File: config.mk
export PLATFORM = sky130hd
export DESIGN_NAME = pho_holdover
export DESIGN_NICKNAME = d
export VERILOG_FILES = /design/src/rtl/pho_pkg.sv /design/src/rtl/pho_holdover.sv /design/src/rtl/pho_sync.sv
export SDC_FILE = /design/constraint.sdc
export NUM_CORES = 1
export LEC_CHECK = 0
export ABC_AREA = 1
export ABC_CLOCK_PERIOD_IN_PS = 3350
export BUFFER_PORTS_ARGS = -buffer_cell sky130_fd_sc_hd__buf_2
export CORE_MARGIN = 4
export CORE_UTILIZATION = 45
export DETAILED_ROUTE_END_ITERATION = 8
export PLACE_DENSITY = 0.69
export SLEW_MARGIN = 20
export SYNTH_ARGS = -nofsm -noshare
export SYNTH_HDL_FRONTEND = slang
export SYNTH_SLANG_ARGS = --single-unit
File: constraint.sdc
create_clock -name clock_i -period 3.35 [get_ports clock_i]
set_input_delay 0.1675 -clock clock_i [delete_from_list [all_inputs] [get_ports clock_i]]
set_output_delay 0.1675 -clock clock_i [all_outputs]
set_load 0.02 [all_outputs]
File: src/rtl/pho_pkg.sv
// Constants for the PLL holdover controller.
// Assumes a single 100 MHz clock and 8-bit registers on a simple register port.
package pho_pkg;

    // Register offsets
    localparam logic [9:0] PHO_LOCK_DETECT_CONFIG = 10'h018;
    localparam logic [9:0] PHO_LOCK_PIN_CONTROL = 10'h01A;
    localparam logic [9:0] PHO_REFERENCE_SELECT_CONFIG = 10'h01C;
    localparam logic [9:0] PHO_HOLDOVER_CONFIG = 10'h01D;
    localparam logic [9:0] PHO_FREQ_MONITOR = 10'h01F;
    localparam logic [9:0] PHO_CHAN_DIV0_CTRL = 10'h191;
    localparam logic [9:0] PHO_CHAN_DIV1_CTRL = 10'h194;
    localparam logic [9:0] PHO_CHAN_DIV2_CTRL = 10'h197;
    localparam logic [9:0] PHO_CHAN_DIV3_CTRL = 10'h19A;

    // Reset values
    localparam logic [7:0] PHO_REG_RESET = 8'h00;

    // Field positions
    localparam int PHO_LD_CNT_LSB = 5;
    localparam int PHO_LD_WINDOW_BIT = 4;
    localparam int PHO_DLD_DISABLE_BIT = 3;
    localparam int PHO_REF_AUTO_SW_BIT = 4;
    localparam int PHO_REF_PREFER_BIT = 3;
    localparam int PHO_REF_BUF_LSB = 1;
    localparam int PHO_HO_CMP_EN_BIT = 3;
    localparam int PHO_HO_EXT_BIT = 1;
    localparam int PHO_HO_EN_BIT = 0;
    localparam int PHO_MON_EXT_BIT = 2;
    localparam int PHO_IGNORE_ALIGN_BIT = 6;

    // Lock pin modes
    localparam logic [5:0] PHO_PIN_MODE_DLD = 6'h00;
    localparam logic [5:0] PHO_PIN_MODE_CURRENT = 6'h04;

    // Consecutive in-window cycles per counter code
    localparam logic [7:0] PHO_LD_COUNT_00 = 8'h05;
    localparam logic [7:0] PHO_LD_COUNT_01 = 8'h10;
    localparam logic [7:0] PHO_LD_COUNT_10 = 8'h40;
    localparam logic [7:0] PHO_LD_COUNT_11 = 8'hFF;

    // Phase difference thresholds, high and low range
    localparam logic [7:0] PHO_LOCK_THR_HIGH = 8'h18;
    localparam logic [7:0] PHO_UNLOCK_THR_HIGH = 8'h28;
    localparam logic [7:0] PHO_LOCK_THR_LOW = 8'h08;
    localparam logic [7:0] PHO_UNLOCK_THR_LOW = 8'h0E;

    // Timing
    localparam int PHO_CLK_MHZ = 100;
    localparam int PHO_CHARGE_TIME_NS = 2000;
    localparam int PHO_CHARGE_CYCLES = (PHO_CHARGE_TIME_NS * PHO_CLK_MHZ + 999) / 1000;
    localparam int PHO_MON_NORMAL_NS = 10000;
    localparam int PHO_MON_EXTENDED_NS = 40000;
    localparam int PHO_MON_NORMAL_CYC = (PHO_MON_NORMAL_NS * PHO_CLK_MHZ) / 1000;
    localparam int PHO_MON_EXTENDED_CYC = (PHO_MON_EXTENDED_NS * PHO_CLK_MHZ) / 1000;

    typedef enum logic [1:0] {
        PHO_RUN,
        PHO_MAN_LOW,
        PHO_WAIT_REF,
        PHO_AUTO
    } pho_state_t;

endpackage : pho_pkg

File: src/rtl/pho_holdover.sv
// PLL holdover controller: lock detection, lock pin, holdover entry/exit.
// Assumes phase-compare events arrive as one-cycle pulses on clock_i.
`timescale 1ns/1ps
`default_nettype none
// What this block does
// - Holdover enable bit gates both modes
// - Alignment pin falling edge enters manual holdover
// - Manual exit at next reference compare edge
// - Reset B counter at exit event
// - Low alignment pin stops non-ignoring dividers when enabled in external mode
// - Low lock pin enters automatic holdover
// - Comparator off means lock reads high
// - Automatic holdover holds until reference returns
// - Lock must recharge before re-entry
// - Holdover follows the selected reference
// - Counter code sets lock cycles, 00=5
// - Code 000100b selects current-source lock mode
// - External bit selects pin or automatic
// - Window bit zero selects high range
// - Reference select fields drive buffers, switchover
// - Three frequency monitors flag slow clocks
// - Lock after N good; lose on one bad
// - Charged flag restarts on any false
module pho_holdover
    import pho_pkg::*;
(
    input wire logic clock_i,
    input wire logic rst_i,
    input wire logic [9:0] reg_addr_i,
    input wire logic [7:0] reg_wdata_i,
    input wire logic reg_we_i,
    output logic [7:0] reg_rdata_o,
    input wire logic phase_compare_event_i,
    input wire logic [7:0] phase_diff_i,
    input wire logic ref_compare_edge_i,
    input wire logic align_pin_n_i,
    input wire logic lock_indicator_pin_i,
    input wire logic primary_reference_edge_i,
    input wire logic secondary_reference_edge_i,
    input wire logic vco_edge_i,
    output logic pump_output_hiz_o,
    output logic b_counter_reset_o,
    output logic [3:0] dist_off_o,
    output logic lock_pin_level_o,
    output logic lock_pin_current_en_o,
    output logic auto_switch_o,
    output logic prefer_secondary_o,
    output logic [1:0] ref_buf_en_o,
    output logic [2:0] freq_low_o
);
    import pho_pkg::*;

    ////////////////////////////////////////////////////////////////////////
    // Registers
    logic [7:0] lock_cfg_reg, lock_cfg_next;
    logic [7:0] pin_ctl_reg, pin_ctl_next;
    logic [7:0] ref_sel_reg, ref_sel_next;
    logic [7:0] ho_cfg_reg, ho_cfg_next;
    logic [7:0] mon_cfg_reg, mon_cfg_next;
    logic [3:0] ignore_reg, ignore_next;
    logic [7:0] rdata_reg, rdata_next;
    logic digital_lock_flag_reg;
    logic charged_lock_flag_reg;
    logic pump_hiz;

    always_comb begin
        lock_cfg_next = lock_cfg_reg;
        pin_ctl_next = pin_ctl_reg;
        ref_sel_next = ref_sel_reg;
        ho_cfg_next = ho_cfg_reg;
        mon_cfg_next = mon_cfg_reg;
        ignore_next = ignore_reg;
        rdata_next = 8'h00;
        if (reg_we_i) begin
            unique case (reg_addr_i)
                PHO_LOCK_DETECT_CONFIG: lock_cfg_next = reg_wdata_i;
                PHO_LOCK_PIN_CONTROL: pin_ctl_next = reg_wdata_i;
                PHO_REFERENCE_SELECT_CONFIG: ref_sel_next = reg_wdata_i;
                PHO_HOLDOVER_CONFIG: ho_cfg_next = reg_wdata_i;
                PHO_FREQ_MONITOR: mon_cfg_next = reg_wdata_i;
                PHO_CHAN_DIV0_CTRL: ignore_next[0] = reg_wdata_i[PHO_IGNORE_ALIGN_BIT];
                PHO_CHAN_DIV1_CTRL: ignore_next[1] = reg_wdata_i[PHO_IGNORE_ALIGN_BIT];
                PHO_CHAN_DIV2_CTRL: ignore_next[2] = reg_wdata_i[PHO_IGNORE_ALIGN_BIT];
                PHO_CHAN_DIV3_CTRL: ignore_next[3] = reg_wdata_i[PHO_IGNORE_ALIGN_BIT];
                default: ;
            endcase
        end
        unique case (reg_addr_i)
            PHO_LOCK_DETECT_CONFIG: rdata_next = lock_cfg_reg;
            PHO_LOCK_PIN_CONTROL: rdata_next = pin_ctl_reg;
            PHO_REFERENCE_SELECT_CONFIG: rdata_next = ref_sel_reg;
            PHO_HOLDOVER_CONFIG: rdata_next = ho_cfg_reg;
            // Status readback merged with the threshold select
            PHO_FREQ_MONITOR: rdata_next = {1'b0, charged_lock_flag_reg, pump_hiz,
                freq_low_o[2], freq_low_o[1], mon_cfg_reg[PHO_MON_EXT_BIT],
                freq_low_o[0], digital_lock_flag_reg};
            PHO_CHAN_DIV0_CTRL: rdata_next = {1'b0, ignore_reg[0], 6'h00};
            PHO_CHAN_DIV1_CTRL: rdata_next = {1'b0, ignore_reg[1], 6'h00};
            PHO_CHAN_DIV2_CTRL: rdata_next = {1'b0, ignore_reg[2], 6'h00};
            PHO_CHAN_DIV3_CTRL: rdata_next = {1'b0, ignore_reg[3], 6'h00};
            default: rdata_next = 8'h00;
        endcase
    end

    always_ff @(posedge clock_i or posedge rst_i) begin
        if (rst_i) begin
            lock_cfg_reg <= PHO_REG_RESET;
            pin_ctl_reg <= PHO_REG_RESET;
            ref_sel_reg <= PHO_REG_RESET;
            ho_cfg_reg <= PHO_REG_RESET;
            mon_cfg_reg <= PHO_REG_RESET;
            ignore_reg <= 4'h0;
            rdata_reg <= 8'h00;
        end else begin
            lock_cfg_reg <= lock_cfg_next;
            pin_ctl_reg <= pin_ctl_next;
            ref_sel_reg <= ref_sel_next;
            ho_cfg_reg <= ho_cfg_next;
            mon_cfg_reg <= mon_cfg_next;
            ignore_reg <= ignore_next;
            rdata_reg <= rdata_next;
        end
    end

    assign reg_rdata_o = rdata_reg;
    assign auto_switch_o = ref_sel_reg[PHO_REF_AUTO_SW_BIT];
    assign prefer_secondary_o = ref_sel_reg[PHO_REF_PREFER_BIT];
    assign ref_buf_en_o = ref_sel_reg[PHO_REF_BUF_LSB +: 2];

    ////////////////////////////////////////////////////////////////////////
    // Digital lock detect
    logic [7:0] lock_need, lock_thr, unlock_thr;
    logic [7:0] good_cnt_reg, good_cnt_next;
    logic digital_lock_flag_next;

    always_comb begin
        unique case (lock_cfg_reg[PHO_LD_CNT_LSB +: 2])
            2'b00: lock_need = PHO_LD_COUNT_00;
            2'b01: lock_need = PHO_LD_COUNT_01;
            2'b10: lock_need = PHO_LD_COUNT_10;
            2'b11: lock_need = PHO_LD_COUNT_11;
        endcase
        // Zero selects the high range window
        lock_thr = lock_cfg_reg[PHO_LD_WINDOW_BIT] ? PHO_LOCK_THR_LOW : PHO_LOCK_THR_HIGH;
        unlock_thr = lock_cfg_reg[PHO_LD_WINDOW_BIT] ? PHO_UNLOCK_THR_LOW
                                                     : PHO_UNLOCK_THR_HIGH;
        good_cnt_next = good_cnt_reg;
        digital_lock_flag_next = digital_lock_flag_reg;
        if (lock_cfg_reg[PHO_DLD_DISABLE_BIT]) begin
            good_cnt_next = 8'h00;
            digital_lock_flag_next = 1'b0;
        end else if (phase_compare_event_i) begin
            if (phase_diff_i > unlock_thr) begin
                good_cnt_next = 8'h00;
                digital_lock_flag_next = 1'b0;
            end else if (phase_diff_i < lock_thr) begin
                if (good_cnt_reg != 8'hFF) begin
                    good_cnt_next = good_cnt_reg + 8'h01;
                end
                if (good_cnt_reg + 8'h01 >= lock_need) begin
                    digital_lock_flag_next = 1'b1;
                end
            end else begin
                // Between thresholds: run broken, flag unchanged
                good_cnt_next = 8'h00;
            end
        end
    end

    always_ff @(posedge clock_i or posedge rst_i) begin
        if (rst_i) begin
            good_cnt_reg <= 8'h00;
            digital_lock_flag_reg <= 1'b0;
        end else begin
            good_cnt_reg <= good_cnt_next;
            digital_lock_flag_reg <= digital_lock_flag_next;
        end
    end

    ////////////////////////////////////////////////////////////////////////
    // Lock pin drive and current-source charging
    localparam int CW = $clog2(PHO_CHARGE_CYCLES + 1);
    logic [CW-1:0] charge_cnt_reg, charge_cnt_next;
    logic charged_lock_flag_next;
    logic current_mode;

    assign current_mode = (pin_ctl_reg[5:0] == PHO_PIN_MODE_CURRENT);

    always_comb begin
        charge_cnt_next = charge_cnt_reg;
        charged_lock_flag_next = charged_lock_flag_reg;
        if (!digital_lock_flag_reg || !current_mode) begin
            // Any false discharges at once
            charge_cnt_next = '0;
            charged_lock_flag_next = 1'b0;
        end else if (charge_cnt_reg == CW'(PHO_CHARGE_CYCLES - 1)) begin
            charged_lock_flag_next = 1'b1;
        end else begin
            charge_cnt_next = charge_cnt_reg + CW'(1);
        end
    end

    always_ff @(posedge clock_i or posedge rst_i) begin
        if (rst_i) begin
            charge_cnt_reg <= '0;
            charged_lock_flag_reg <= 1'b0;
        end else begin
            charge_cnt_reg <= charge_cnt_next;
            charged_lock_flag_reg <= charged_lock_flag_next;
        end
    end

    assign lock_pin_level_o = (pin_ctl_reg[5:0] == PHO_PIN_MODE_DLD) && digital_lock_flag_reg;
    assign lock_pin_current_en_o = current_mode && digital_lock_flag_reg;

    ////////////////////////////////////////////////////////////////////////
    // Holdover state machine
    logic align_n_sync, lock_pin_sync;
    pho_sync #(.RESET_VALUE(1'b1)) u_align_sync (
        .clock_i(clock_i),
        .rst_i(rst_i),
        .level_i(align_pin_n_i),
        .level_o(align_n_sync)
    );
    pho_sync #(.RESET_VALUE(1'b0)) u_lock_sync (
        .clock_i(clock_i),
        .rst_i(rst_i),
        .level_i(lock_indicator_pin_i),
        .level_o(lock_pin_sync)
    );

    pho_state_t state_reg, state_next;
    logic align_prev_reg;
    logic armed_reg, armed_next;
    logic b_reset_reg, b_reset_next;
    logic ho_en, ext_mode, sensed_lock, align_fall;

    assign ho_en = ho_cfg_reg[PHO_HO_EN_BIT];
    assign ext_mode = ho_cfg_reg[PHO_HO_EXT_BIT];
    // Comparator off: pin always reads high
    assign sensed_lock = !ho_cfg_reg[PHO_HO_CMP_EN_BIT] || lock_pin_sync;
    assign align_fall = align_prev_reg && !align_n_sync;

    always_comb begin
        state_next = state_reg;
        b_reset_next = 1'b0;
        armed_next = armed_reg;
        // Arm only in normal run: a lock seen during holdover must not count
        if (sensed_lock && state_reg == PHO_RUN) begin
            armed_next = 1'b1;
        end
        if (!ho_en) begin
            state_next = PHO_RUN;
        end else begin
            unique case (state_reg)
                PHO_RUN: begin
                    if (ext_mode && align_fall) begin
                        state_next = PHO_MAN_LOW;
                    end else if (!ext_mode && armed_reg && !sensed_lock) begin
                        state_next = PHO_AUTO;
                        armed_next = 1'b0;
                    end
                end
                PHO_MAN_LOW: begin
                    if (align_n_sync) begin
                        state_next = PHO_WAIT_REF;
                    end
                end
                PHO_WAIT_REF, PHO_AUTO: begin
                    // Event from the selected reference path only
                    if (ref_compare_edge_i) begin
                        state_next = PHO_RUN;
                        b_reset_next = 1'b1;
                    end
                end
            endcase
        end
    end

    always_ff @(posedge clock_i or posedge rst_i) begin
        if (rst_i) begin
            state_reg <= PHO_RUN;
            align_prev_reg <= 1'b1;
            armed_reg <= 1'b0;
            b_reset_reg <= 1'b0;
        end else begin
            state_reg <= state_next;
            align_prev_reg <= align_n_sync;
            armed_reg <= armed_next;
            b_reset_reg <= b_reset_next;
        end
    end

    assign pump_hiz = (state_reg != PHO_RUN);
    assign pump_output_hiz_o = pump_hiz;
    // Prescaler untouched: only the B counter restarts
    assign b_counter_reset_o = b_reset_reg;
    always_comb begin
        for (int i = 0; i < 4; i++) begin
            dist_off_o[i] = ho_en && ext_mode && !align_n_sync && !ignore_reg[i];
        end
    end

    ////////////////////////////////////////////////////////////////////////
    // Frequency monitors: count idle cycles since last edge
    logic [2:0] mon_edge;
    assign mon_edge = {vco_edge_i, secondary_reference_edge_i, primary_reference_edge_i};
    genvar g;
    generate
        for (g = 0; g < 3; g++) begin : g_mon
            logic [12:0] idle_reg, idle_next;
            logic low_reg, low_next;
            logic [12:0] limit;
            always_comb begin
                limit = (g < 2 && mon_cfg_reg[PHO_MON_EXT_BIT]) ? 13'(PHO_MON_EXTENDED_CYC)
                                                               : 13'(PHO_MON_NORMAL_CYC);
                idle_next = idle_reg;
                low_next = low_reg;
                if (mon_edge[g]) begin
                    idle_next = 13'h0000;
                    low_next = 1'b0;
                end else if (idle_reg >= limit) begin
                    low_next = 1'b1;
                end else begin
                    idle_next = idle_reg + 13'h0001;
                end
            end
            always_ff @(posedge clock_i or posedge rst_i) begin
                if (rst_i) begin
                    idle_reg <= 13'h0000;
                    low_reg <= 1'b0;
                end else begin
                    idle_reg <= idle_next;
                    low_reg <= low_next;
                end
            end
            assign freq_low_o[g] = low_reg;
        end
    endgenerate

    ////////////////////////////////////////////////////////////////////////
    // Checks
    a_enable_gates: assert property (@(posedge clock_i) disable iff (rst_i)
        !ho_en |=> !pump_hiz) else $error("holdover active while disabled");
    a_manual_entry: assert property (@(posedge clock_i) disable iff (rst_i)
        (ho_en && ext_mode && align_fall && state_reg == PHO_RUN) |=> pump_hiz)
        else $error("falling edge did not enter holdover");
    a_exit_on_ref: assert property (@(posedge clock_i) disable iff (rst_i)
        (state_reg == PHO_WAIT_REF && ho_en && !ref_compare_edge_i) |=> pump_hiz)
        else $error("left manual holdover without reference edge");
    a_b_reset_pair: assert property (@(posedge clock_i) disable iff (rst_i)
        ($fell(pump_hiz) && $past(ho_en)) |-> b_counter_reset_o)
        else $error("B reset not with exit");
    a_dist_off: assert property (@(posedge clock_i) disable iff (rst_i)
        (ho_en && ext_mode && !align_n_sync && !ignore_reg[0]) |-> dist_off_o[0])
        else $error("divider 0 not stopped");
    a_auto_entry: assert property (@(posedge clock_i) disable iff (rst_i)
        (ho_en && !ext_mode && armed_reg && !sensed_lock && state_reg == PHO_RUN)
        |=> pump_hiz) else $error("lock loss did not enter holdover");
    a_cmp_off: assert property (@(posedge clock_i) disable iff (rst_i)
        (state_reg == PHO_RUN && !ho_cfg_reg[PHO_HO_CMP_EN_BIT] && !ext_mode)
        |=> state_reg != PHO_AUTO) else $error("entered with comparator off");
    a_hold_no_ref: assert property (@(posedge clock_i) disable iff (rst_i)
        (state_reg == PHO_AUTO && ho_en && !ref_compare_edge_i) |=> pump_hiz)
        else $error("left holdover without reference");
    a_no_reenter: assert property (@(posedge clock_i) disable iff (rst_i)
        $fell(pump_hiz) && !sensed_lock |=> !pump_hiz) else $error("re-entered uncharged");
    a_dld_drop: assert property (@(posedge clock_i) disable iff (rst_i)
        (phase_compare_event_i && phase_diff_i > unlock_thr) |=> !digital_lock_flag_reg)
        else $error("lock kept past unlock threshold");
    a_charge_restart: assert property (@(posedge clock_i) disable iff (rst_i)
        !digital_lock_flag_reg |=> !charged_lock_flag_reg ##1 !charged_lock_flag_reg[*1])
        else $error("charged flag survived a false");

    c_manual: cover property (@(posedge clock_i) disable iff (rst_i)
        state_reg == PHO_MAN_LOW ##[1:200] b_counter_reset_o);
    c_auto: cover property (@(posedge clock_i) disable iff (rst_i)
        state_reg == PHO_AUTO ##[1:200] b_counter_reset_o);
    c_charged: cover property (@(posedge clock_i) disable iff (rst_i)
        $rose(charged_lock_flag_reg));
    c_mon: cover property (@(posedge clock_i) disable iff (rst_i) $rose(freq_low_o[0]));
endmodule : pho_holdover
`default_nettype wire

File: src/rtl/pho_sync.sv
// Two-flop level synchroniser.
// Assumes the input may change at any time relative to clock_i.
`timescale 1ns/1ps
`default_nettype none
module pho_sync #(
    parameter logic RESET_VALUE = 1'b0
) (
    input wire logic clock_i,
    input wire logic rst_i,
    input wire logic level_i,
    output logic level_o
);
    logic first_reg;
    logic second_reg;

    always_ff @(posedge clock_i or posedge rst_i) begin
        if (rst_i) begin
            first_reg <= RESET_VALUE;
            second_reg <= RESET_VALUE;
        end else begin
            first_reg <= level_i;
            second_reg <= first_reg;
        end
    end

    assign level_o = second_reg;
endmodule : pho_sync
`default_nettype wire

== After elaboration in Yosys (flattened, before gate mapping) ==
Cells that the tools add are included.

* Register bits after elaboration: 116
* Latch bits: 0
* Memory bits (writable): 0
* ROM bits: 0
* Input port bits: 36
* Output and inout port bits: 23
* Word-level logic and storage cells: 159
* Memories: 0

* Add/sub/neg operators: 5
* $mul: 0
* Div/mod/pow operators: 0
* Order comparisons: 6
* Equality and inequality tests: 26
* Shift operators: 0
* Mux-type cells: 45
* Bitwise logic cells: 0
* Reduce and logical (&&, ||, !) cells: 49

{| class="wikitable"
|+ Operators with widths
! cell !! number
|-
| 13-bit 2-to-1 mux || 6
|-
| 8-bit case mux with 9 select lines || 1
|-
| 8-bit 2-to-1 mux || 7
|-
| 10-bit by 5-bit equality test with 1-bit output (second input constant) || 5
|-
| 10-bit by 9-bit equality test with 1-bit output (second input constant) || 4
|-
| 13-bit by 1-bit adder with 13-bit output (second input constant) || 3
|-
| 8-bit case mux with 4 select lines || 1
|-
| 1-bit 2-to-1 mux || 21
|-
| 2-bit AND reduction || 10
|-
| 8-bit by 1-bit adder with 8-bit output (second input constant) || 2
|-
| 13-bit by 10-bit greater-or-equal comparator with 1-bit output (second input constant) || 1
|-
| 13-bit by 12-bit greater-or-equal comparator with 1-bit output || 1
|-
| 13-bit greater-or-equal comparator || 1
|-
| 1-bit logical AND || 13
|-
| 12-bit 2-to-1 mux || 1
|-
| 2-bit nonzero test || 6
|-
| 1-bit logical NOT || 10
|-
| 2-bit 2-to-1 mux || 5
|-
| 2-bit equality test (second input constant) || 4
|-
| 8-bit equality test (second input constant) || 1
|-
| 8-bit greater-or-equal comparator || 1
|-
| 8-bit by 6-bit greater-than comparator with 1-bit output || 1
|-
| 8-bit by 5-bit less-than comparator with 1-bit output || 1
|-
| 2-bit inequality test (second input constant) || 4
|-
| 16 further kinds || 21
|}

== Depth between registers and ports, before layout ==
Gate-level depths: netlist (run 1).

* Word-level depth: 8
* Mapped depth: 14
* Depth with buffers taken out: 14

== By module ==
From an unflattened synthesis (run 1), not the netlist that was laid out.

* Cell total of the unflattened synthesis: 912
* Area, all modules: 6,846.6 µm²

{| class="wikitable"
|+ By module, submodules not included
! module !! times used !! cells each !! area each (µm²) !! sequential area each (µm²)
|-
| pho_holdover || 1 || 906 || 6,736.5 || 2,753.9
|-
| pho_sync (u_align_sync) || 1 || 3 || 56.3 || 52.6
|-
| pho_sync (u_lock_sync) || 1 || 3 || 53.8 || 50.0
|}

== Worst setup path after synthesis (run 1) ==
No wires, ideal clock.

* Path type: register to register
* Start: reg good_cnt_reg[0]
* End: reg digital_lock_flag_reg
* Arrival time: 1.688 ns
* Required time: 3.223 ns
* Slack: 1.535 ns
* Stages on the path, launching flop included: 14
* Buffers on the path: 0
* Clock period less this slack: 1.815 ns
* Cells stage by stage: dfrtp_1 ha_1 nand2_1 nor2_1 nand3_1 nand2_1 inv_1 ha_1 nand2_1 nor2_1 nor3_1 nand2_1 nand2_1 a21boi_0

* Longest elaborated chain between the ends: 4

{| class="wikitable"
|+ RTL lines
! element !! line !! text
|-
| from (decl) || pho_holdover.sv:133 || <nowiki>logic [7:0] good_cnt_reg, good_cnt_next;</nowiki>
|-
| from (signal assigned) || pho_holdover.sv:175 || <nowiki>good_cnt_reg <= good_cnt_next;</nowiki>
|-
| 8-bit by 1-bit adder with 8-bit output || pho_holdover.sv:160 || <nowiki>if (good_cnt_reg + 8'h01 >= lock_need) begin</nowiki>
|-
| 8-bit greater-or-equal comparator || pho_holdover.sv:160 ||
|-
| 3-bit nonzero test (no line) || -- ||
|-
| 3-bit AND reduction (no line) || -- ||
|-
| to (signal assigned) || pho_holdover.sv:176 || <nowiki>digital_lock_flag_reg <= digital_lock_flag_next;</nowiki>
|-
| to (decl) || pho_holdover.sv:62 || <nowiki>logic digital_lock_flag_reg;</nowiki>
|}

Every way passes these cells.
A chain may end at the register's enable or synchronous reset.

== Final worst setup path (run 1) ==
* Start: reg mon_cfg_reg[2]
* End: reg g_mon[0].low_reg

* Longest elaborated chain between the ends: 3

{| class="wikitable"
|+ RTL lines
! element !! line !! text
|-
| from (decl) || pho_holdover.sv:59 || <nowiki>logic [7:0] mon_cfg_reg, mon_cfg_next;</nowiki>
|-
| from (signal assigned) || pho_holdover.sv:119 || <nowiki>mon_cfg_reg <= mon_cfg_next;</nowiki>
|-
| 12-bit 2-to-1 mux || pho_holdover.sv:315 || <nowiki>limit = (g < 2 && mon_cfg_reg[PHO_MON_EXT_BIT]) ? 13'(PHO_MON_EXTENDED_CYC)</nowiki>
|-
| 13-bit greater-or-equal comparator || pho_holdover.sv:322 || <nowiki>end else if (idle_reg >= limit) begin</nowiki>
|-
| 2-bit nonzero test (no line) || -- ||
|-
| to (signal assigned) || pho_holdover.sv:334 || <nowiki>low_reg <= low_next;</nowiki>
|-
| to (decl) || pho_holdover.sv:312 || <nowiki>logic low_reg, low_next;</nowiki>
|}

Every way passes these cells.

==> results of run 1 <==
==> where the power goes <==
| group | internal, mW | switching (mW) | total, mW | leakage, nW |
|---|---|---|---|---|
| Sequential | 1.42 | 0.0297 | 1.45 | 1.53 |
| Clock | 1.22 | 0.642 | 1.86 | 0.300 |
| Combinational | 0.0896 | 0.197 | 0.286 | 2.25 |
==> stage by stage <==
step	instance area (µm²)	hold slack, ps	setup WS [ps]	util, %	instances
floorplan	6855	172.0	171.8	-	921
detailed placement	7276	276.9	992.7	49.31	1145
finish	7931	16.10	862.0	53.76	1182
global placement	7276	278.7	1059	49.31	1145
CTS	7931	3.301	899.1	53.76	1182
global route	7931	11.80	573.5	53.76	1182
==> area by class of cell <==
type,count,area [µm²]
multi-input combinational,672,3437
tap,184,230.2
clock buffer,22,474.2
clock inverter,10,131.4
sequential,114,2856
inverter,115,434.2
fill,1422,6823
timing repair buffer,65,367.9
==> worst min-delay path by stage <==
stage	cells after the start	slack, ps	startpoint	endpoint
after floorplan	0	170	align_pin_n_i	u_align_sync.first_reg
after global placement	1	280	lock_indicator_pin_i	u_lock_sync.first_reg
after detailed placement	1	280	align_pin_n_i	u_align_sync.first_reg
after CTS	3	3	reg_wdata_i[2]	ho_cfg_reg[2]
after global routing	3	10	reg_wdata_i[2]	ho_cfg_reg[2]
final	3	20	reg_wdata_i[0]	ho_cfg_reg[0]
==> cells by family after synthesis <==
logic type	share of synthesized area, %
AND/OR/NAND/NOR	34.51
buffers and inverters	8.195
flip-flops	41.67
AO/OA/AOI/OAI	7.045
adder cells (fa/ha/maj)	6.023
XOR/XNOR	2.555
==> cell usage after synthesis (4+ instances only) <==
library cell	number
a21oi_1	13
buf_2	5
buf_4	7
clkbuf_1	5
dfrtp_1	111
ha_1	33
inv_1	110
nand2_1	261
nand2_4	4
nand3_1	85
nand4_1	23
nor2_1	131
nor3_1	17
nor3b_1	4
o21a_1	4
o21ai_0	33
o21ai_2	16
xor2_1	17
==> what timing repair did <==
item / CTS / global route
setup buffers: 0 / 0
endpoints found under the hold margin: 117 / 0
hold buffers: 5 / 0
==> cell usage in the layout, fill, tap and decap left out, types with 3 or more instances in the layout <==
cell,synthesis,layout
nor3_1,17,17
nor3b_1,4,4
ha_1,33,33
o21ai_0,33,33
o21ai_2,16,16
clkbuf_16,0,17
dfrtp_1,111,111
clkinv_2,0,5
dfstp_2,3,3
inv_1,110,109
o21bai_1,3,3
and3_1,3,3
nand2_4,4,4
clkinv_1,3,3
a31oi_1,3,3
xor2_1,17,17
buf_2,5,58
nor2_1,131,131
nand2_1,261,261
xnor2_1,3,3
bufinv_16,0,3
o21a_1,4,4
a21oi_1,13,13
clkbuf_8,0,3
dlygate4sd3_1,0,5
nand3_1,85,85
nand4_1,23,23
==> worst max-delay path: cells and delay by family, from the launching register on <==
kind                     cells  cell delay (ps)
AO/OA/AOI/OAI                1              150
adder cells (fa/ha/maj)      1              300
buffers and inverters        1              250
flip-flops                   1              440
AND/OR/NAND/NOR              7             1200
==> metal layers <==
metal / wire length (µm) / vias to the layer above
li1: - / 3079
met1: 7726 / 2813
met2: 7796 / 103
met3: 641 / 18
met4: 189 / 0
met5: 0 / -
==> metrics, run 1 <==
synth unique cells=41; grt met2 use=32.52%; skew final=9.519 ps; Static Leakage=4.075 nW; fin. max-slew vios=0; layout cells sized above 1=12.53%; max reg flops=39; Clock Root Buffer=clkbuf_16; area delta synth->final=15.70%; H-tree depth=4; worst reg2reg endpoint=g_mon[0].low_reg; detailed-route wire length per cell=13.84 µm; Synth area leader=dfrtp_1; critical path arrival=2760 ps; # DRC=0; DP Wirelength=11.43 mm; largest net degree at the start of global routing=115; antenna violations before repair=0; CTS tree=built; CP Class=flip-flop to flip-flop; prevailing post-synth register cell=dfrtp_1; Startpoint Class=flip-flop; CTS buffer count=17; most used cell along the critical path=nand2_1; sequential share of the synthesized area=41.67%; setup_tns=0 ps; height of the chip=131.4 µm; maxcap violations=0; GR Util met1=25.43%; Power Density=453.5 nW/µm²; Ys Warns=0; Hold/Removal Path Class=primary input to flip-flop; relative slew slack=55.77%; final hold violations=0; clk slew on worst S/H paths=60 ps; Clock Sinks=114; core area=14,750 µm²; total track usage=19.69%; wirelength, routed=16.35 mm; Initial DRC Count=342; TritonRoute pass-1 iters=5; cell area after synthesis=6855 µm²; post-synthesis instance total=921; run status=finished, final reports clean; Synth Register Bits=114; Tcrit/Tclk final=74.27%; Critical Path Start=mon_cfg_reg[2]; clock buffer depth=2; number of synthesized flops with an enable pin=0; Finish-stage setup viols=0; Power Total=3.597 mW; VDD IR max=0.0003460 V; Cell Chain, Critical Path=inv_1 > ha_1 > nand2_1 > nor2_1 > nand2_1 > nand3_1 > nor2_2 > nand2_1 > nand2_1 > o21ai_0; # nets final=1,054; I/O pin total=59; vias per inst=5.087; Slowest-stage cell, CP=dfrtp_1; CTS resizes=0; total via count in the routed design=6,013; Least-Margin Pin Slew=661.9 ps; grt total ovfl=0; post-synthesis net count=990; Initial Utilization=46.46%; CP Max Fanout=14; Clk Latency, worst-skew pair=420 ps; R2R Setup Slk=860 ps; gp weighted congestion=0.8530; worst r2r src=mon_cfg_reg[2]; # rows=44; CP required=3630 ps; met3 Usage GRT=5.696%; Crit. End Element=flip-flop; chip width=131.4 µm; post-route ant nets=0; die area=17,270 µm²; Syn Area/Cell=7.443 µm²; Synth top area share=40.52%; Max Clock Freq=401.9 MHz; FFs w/ async S/R, synth=100.0%; Synth area leaders=dfrtp_1, nand2_1, nor2_1, nand3_1, ha_1; Most Crowded Layer GR=met2; crit path to=g_mon[0].low_reg; CP peak stage delay=440 ps; number of diodes=0; first-pass GRT wire length=27.90 mm; fin crit period=2488 ps; cell count of the worst reg-to-reg path=10; vias in the first global route=5,920; RSZ-0062 raised after global routing=false; port bufs=58
Power figures use the tool's default switching activity.
==> run 2: changes to the inputs <==
--- a/config.mk
+++ b/config.mk
@@ -6,7 +6,7 @@
 export NUM_CORES = 1
 export LEC_CHECK = 0
 export ABC_AREA = 1
-export ABC_CLOCK_PERIOD_IN_PS = 3350
+export ABC_CLOCK_PERIOD_IN_PS = 2200
 export BUFFER_PORTS_ARGS = -buffer_cell sky130_fd_sc_hd__buf_2
 export CORE_MARGIN = 4
 export CORE_UTILIZATION = 45
==> constraint.sdc (replaced) <==
create_clock -name clock_i -period 2.2 [get_ports clock_i]
set_input_delay 0.11 -clock clock_i [delete_from_list [all_inputs] [get_ports clock_i]]
set_output_delay 0.11 -clock clock_i [all_outputs]
set_load 0.02 [all_outputs]
==> run 2 against run 1 <==
  * First-iteration DRC count rose by 17%
  * Setup slack got worse by 580 ps
  * Non-clock buffer count is 13 higher
  * Flip-flop and latch count unchanged
  * Register-to-register slack got worse by 580 ps
  * Design area rose by 2.0%
  * Routed wire length shrank 4.7%
  * Critical path type unchanged
  * Largest cell class unchanged
==> metrics, run 2 (synthesis results as in run 1) <==
run status=finished, final reports clean (unchanged); post-route ant nets=0 (unchanged); total track usage=19.20% (was 19.69%); max reg flops=39 (unchanged); area delta synth->final=18.01% (was 15.70%); number of diodes=0 (unchanged); vias per inst=5.006 (was 5.087); Post-CTS Setup Repair Bufs=0 (unchanged); height of the chip=131.4 µm (unchanged); Post-DP Area=7337 µm² (was 7276 µm²); fin. max-slew vios=0 (unchanged); Clk Latency, worst-skew pair=420 ps (about the same); crit path to=digital_lock_flag_reg (was g_mon[0].low_reg); detailed-route wire length per cell=13.06 µm (was 13.84 µm); Initial Utilization=46.46% (unchanged); total via count in the routed design=5,977 (was 6,013); VDD IR max=0.0005382 V (was 0.0003460 V); Clock Root Buffer=clkbuf_16 (unchanged); # DRC=0 (unchanged); commonest non-fill, non-tap cell in the layout=nand2_1 (unchanged); maxcap violations=0 (unchanged); Post-Layout Cell Count=1,194 (was 1,182); CP Max Fanout=6 (was 14); DP Wirelength=11.22 mm (was 11.43 mm); # nets final=1,067 (was 1,054); critical path arrival=2210 ps (was 2760 ps); Post-Route Utilization=54.83% (was 53.76%); vias in the first global route=5,839 (was 5,920); relative slew slack=53.85% (was 55.77%); largest net degree at the start of global routing=115 (unchanged); Least-Margin Pin Slew=690.6 ps (was 661.9 ps); Crit. End Element=flip-flop (unchanged); Static Leakage=4.151 nW (was 4.075 nW); H-tree depth=4 (unchanged); RSZ-0062 raised after global routing=false (unchanged); GR Util met1=25.23% (was 25.43%); CP required=2490 ps (was 3630 ps); TritonRoute pass-1 iters=5 (unchanged); I/O pin total=59 (unchanged); die area=17,270 µm² (unchanged); layout cells sized above 1=13.47% (was 12.53%); gp weighted congestion=0.8852 (was 0.8530); minimum hold slack=26.15 ps (was 16.10 ps); CTS buffer count=17 (unchanged); wirelength, routed=15.59 mm (was 16.35 mm); core area=14,750 µm² (unchanged); CTS tree=built (unchanged); met3 Usage GRT=4.128% (was 5.696%); R2R Setup Slk=280 ps (was 860 ps); setup_tns=0 ps (unchanged); # rows=44 (unchanged); clk slew on worst S/H paths=50 ps (was 60 ps); first-pass GRT wire length=27.36 mm (was 27.90 mm); most frequent cells in the layout=nand2_1, nor2_1, dfrtp_1 (unchanged); Most Crowded Layer GR=met2 (unchanged); CP Class=flip-flop to flip-flop (unchanged); grt total ovfl=0 (unchanged); Hold/Removal Path Class=primary input to flip-flop (unchanged); port bufs=58 (unchanged); skew final=5.639 ps (was 9.519 ps); placed cells=1,153 (was 1,145); Power Density=698.9 nW/µm² (was 453.5 nW/µm²); Clock Sinks=114 (unchanged); cell count of the worst reg-to-reg path=14 (was 10); Tcrit/Tclk final=87.13% (was 74.27%); final instance area=8090 µm² (was 7931 µm²); antenna violations before repair=0 (unchanged); Startpoint Class=flip-flop (unchanged); worst reg2reg endpoint=digital_lock_flag_reg (was g_mon[0].low_reg); fin crit period=1917 ps (was 2488 ps); Critical Path Start=good_cnt_reg[0] (was mon_cfg_reg[2]); grt met2 use=31.55% (was 32.52%); Initial DRC Count=401 (was 342); Finish-stage setup viols=0 (unchanged); final hold violations=0 (unchanged); Max Clock Freq=521.7 MHz (was 401.9 MHz); worst r2r src=good_cnt_reg[0] (was mon_cfg_reg[2]); chip width=131.4 µm (unchanged); clock buffer depth=2 (unchanged)
## run 2: repair_timing
| action | in CTS | in global routing |
|---|---|---|
| hold buffers | 10 | 0 |
| setup endpoints to repair | 0 | 1 |
| hold endpoints to repair | 127 | 0 |
| gates resized for setup | 0 | 2 |
## run 2: area by class of cell
| class | count | area [µm²] |
|---|---|---|
| fill | 1392 | 6664 |
| multi-input combinational | 672 | 3440 |
| sequential | 114 | 2858 |
| timing repair buffer | 78 | 478.0 |
| clock buffer | 20 | 466.7 |
| inverter | 115 | 435.4 |
| tap | 184 | 230.2 |
| clock inverter | 11 | 182.7 |
## run 2: critical path, stage by stage, from the launching register on
cell	delay, ps
dfrtp_2	440
ha_1	220
nand2_1	140
inv_1	50
or2_2	280
inv_1	60
ha_1	210
nand2_1	50
inv_1	30
nand2_1	50
nand2_1	50
nand2_1	50
nand2_1	40
nand2_1	50
a21boi_0	70
## run 2: routing by layer
| metal | up-vias | part of all wire (%) |
|---|---|---|
| met5 | - | 0 |
| met4 | 0 | 1.3 |
| met3 | 18 | 4.3 |
| met2 | 114 | 47 |
| met1 | 2730 | 47 |
| li1 | 3115 | - |
## run 2: worst min path at each step
stage / start / to / slack [ps] / cells past startpoint
global placement: align_pin_n_i / u_align_sync.first_reg / 220 / 1
global route: reg_wdata_i[5] / pin_ctl_reg[5] / 40 / 3
detailed placement: align_pin_n_i / u_align_sync.first_reg / 220 / 1
CTS: reg_wdata_i[5] / pin_ctl_reg[5] / 9 / 3
finish: reg_wdata_i[4] / ref_sel_reg[4] / 30 / 3
floorplan: align_pin_n_i / u_align_sync.first_reg / 110 / 0
## run 2: power by group
part	switching, mW	internal [mW]	leakage [nW]
Combinational	0.289	0.147	2.30
Sequential	0.0422	2.16	1.53
Clock	0.937	2.08	0.321
## run 2: stage by stage
step	power [mW]	setup WS, ps
2_1_floorplan	2.516	384.8
3_3_place_gp	2.661	285.2
3_5_place_dp	2.665	238.1
4_1_cts	5.738	211.4
5_1_grt	5.903	28.27
6_report	5.654	283.0
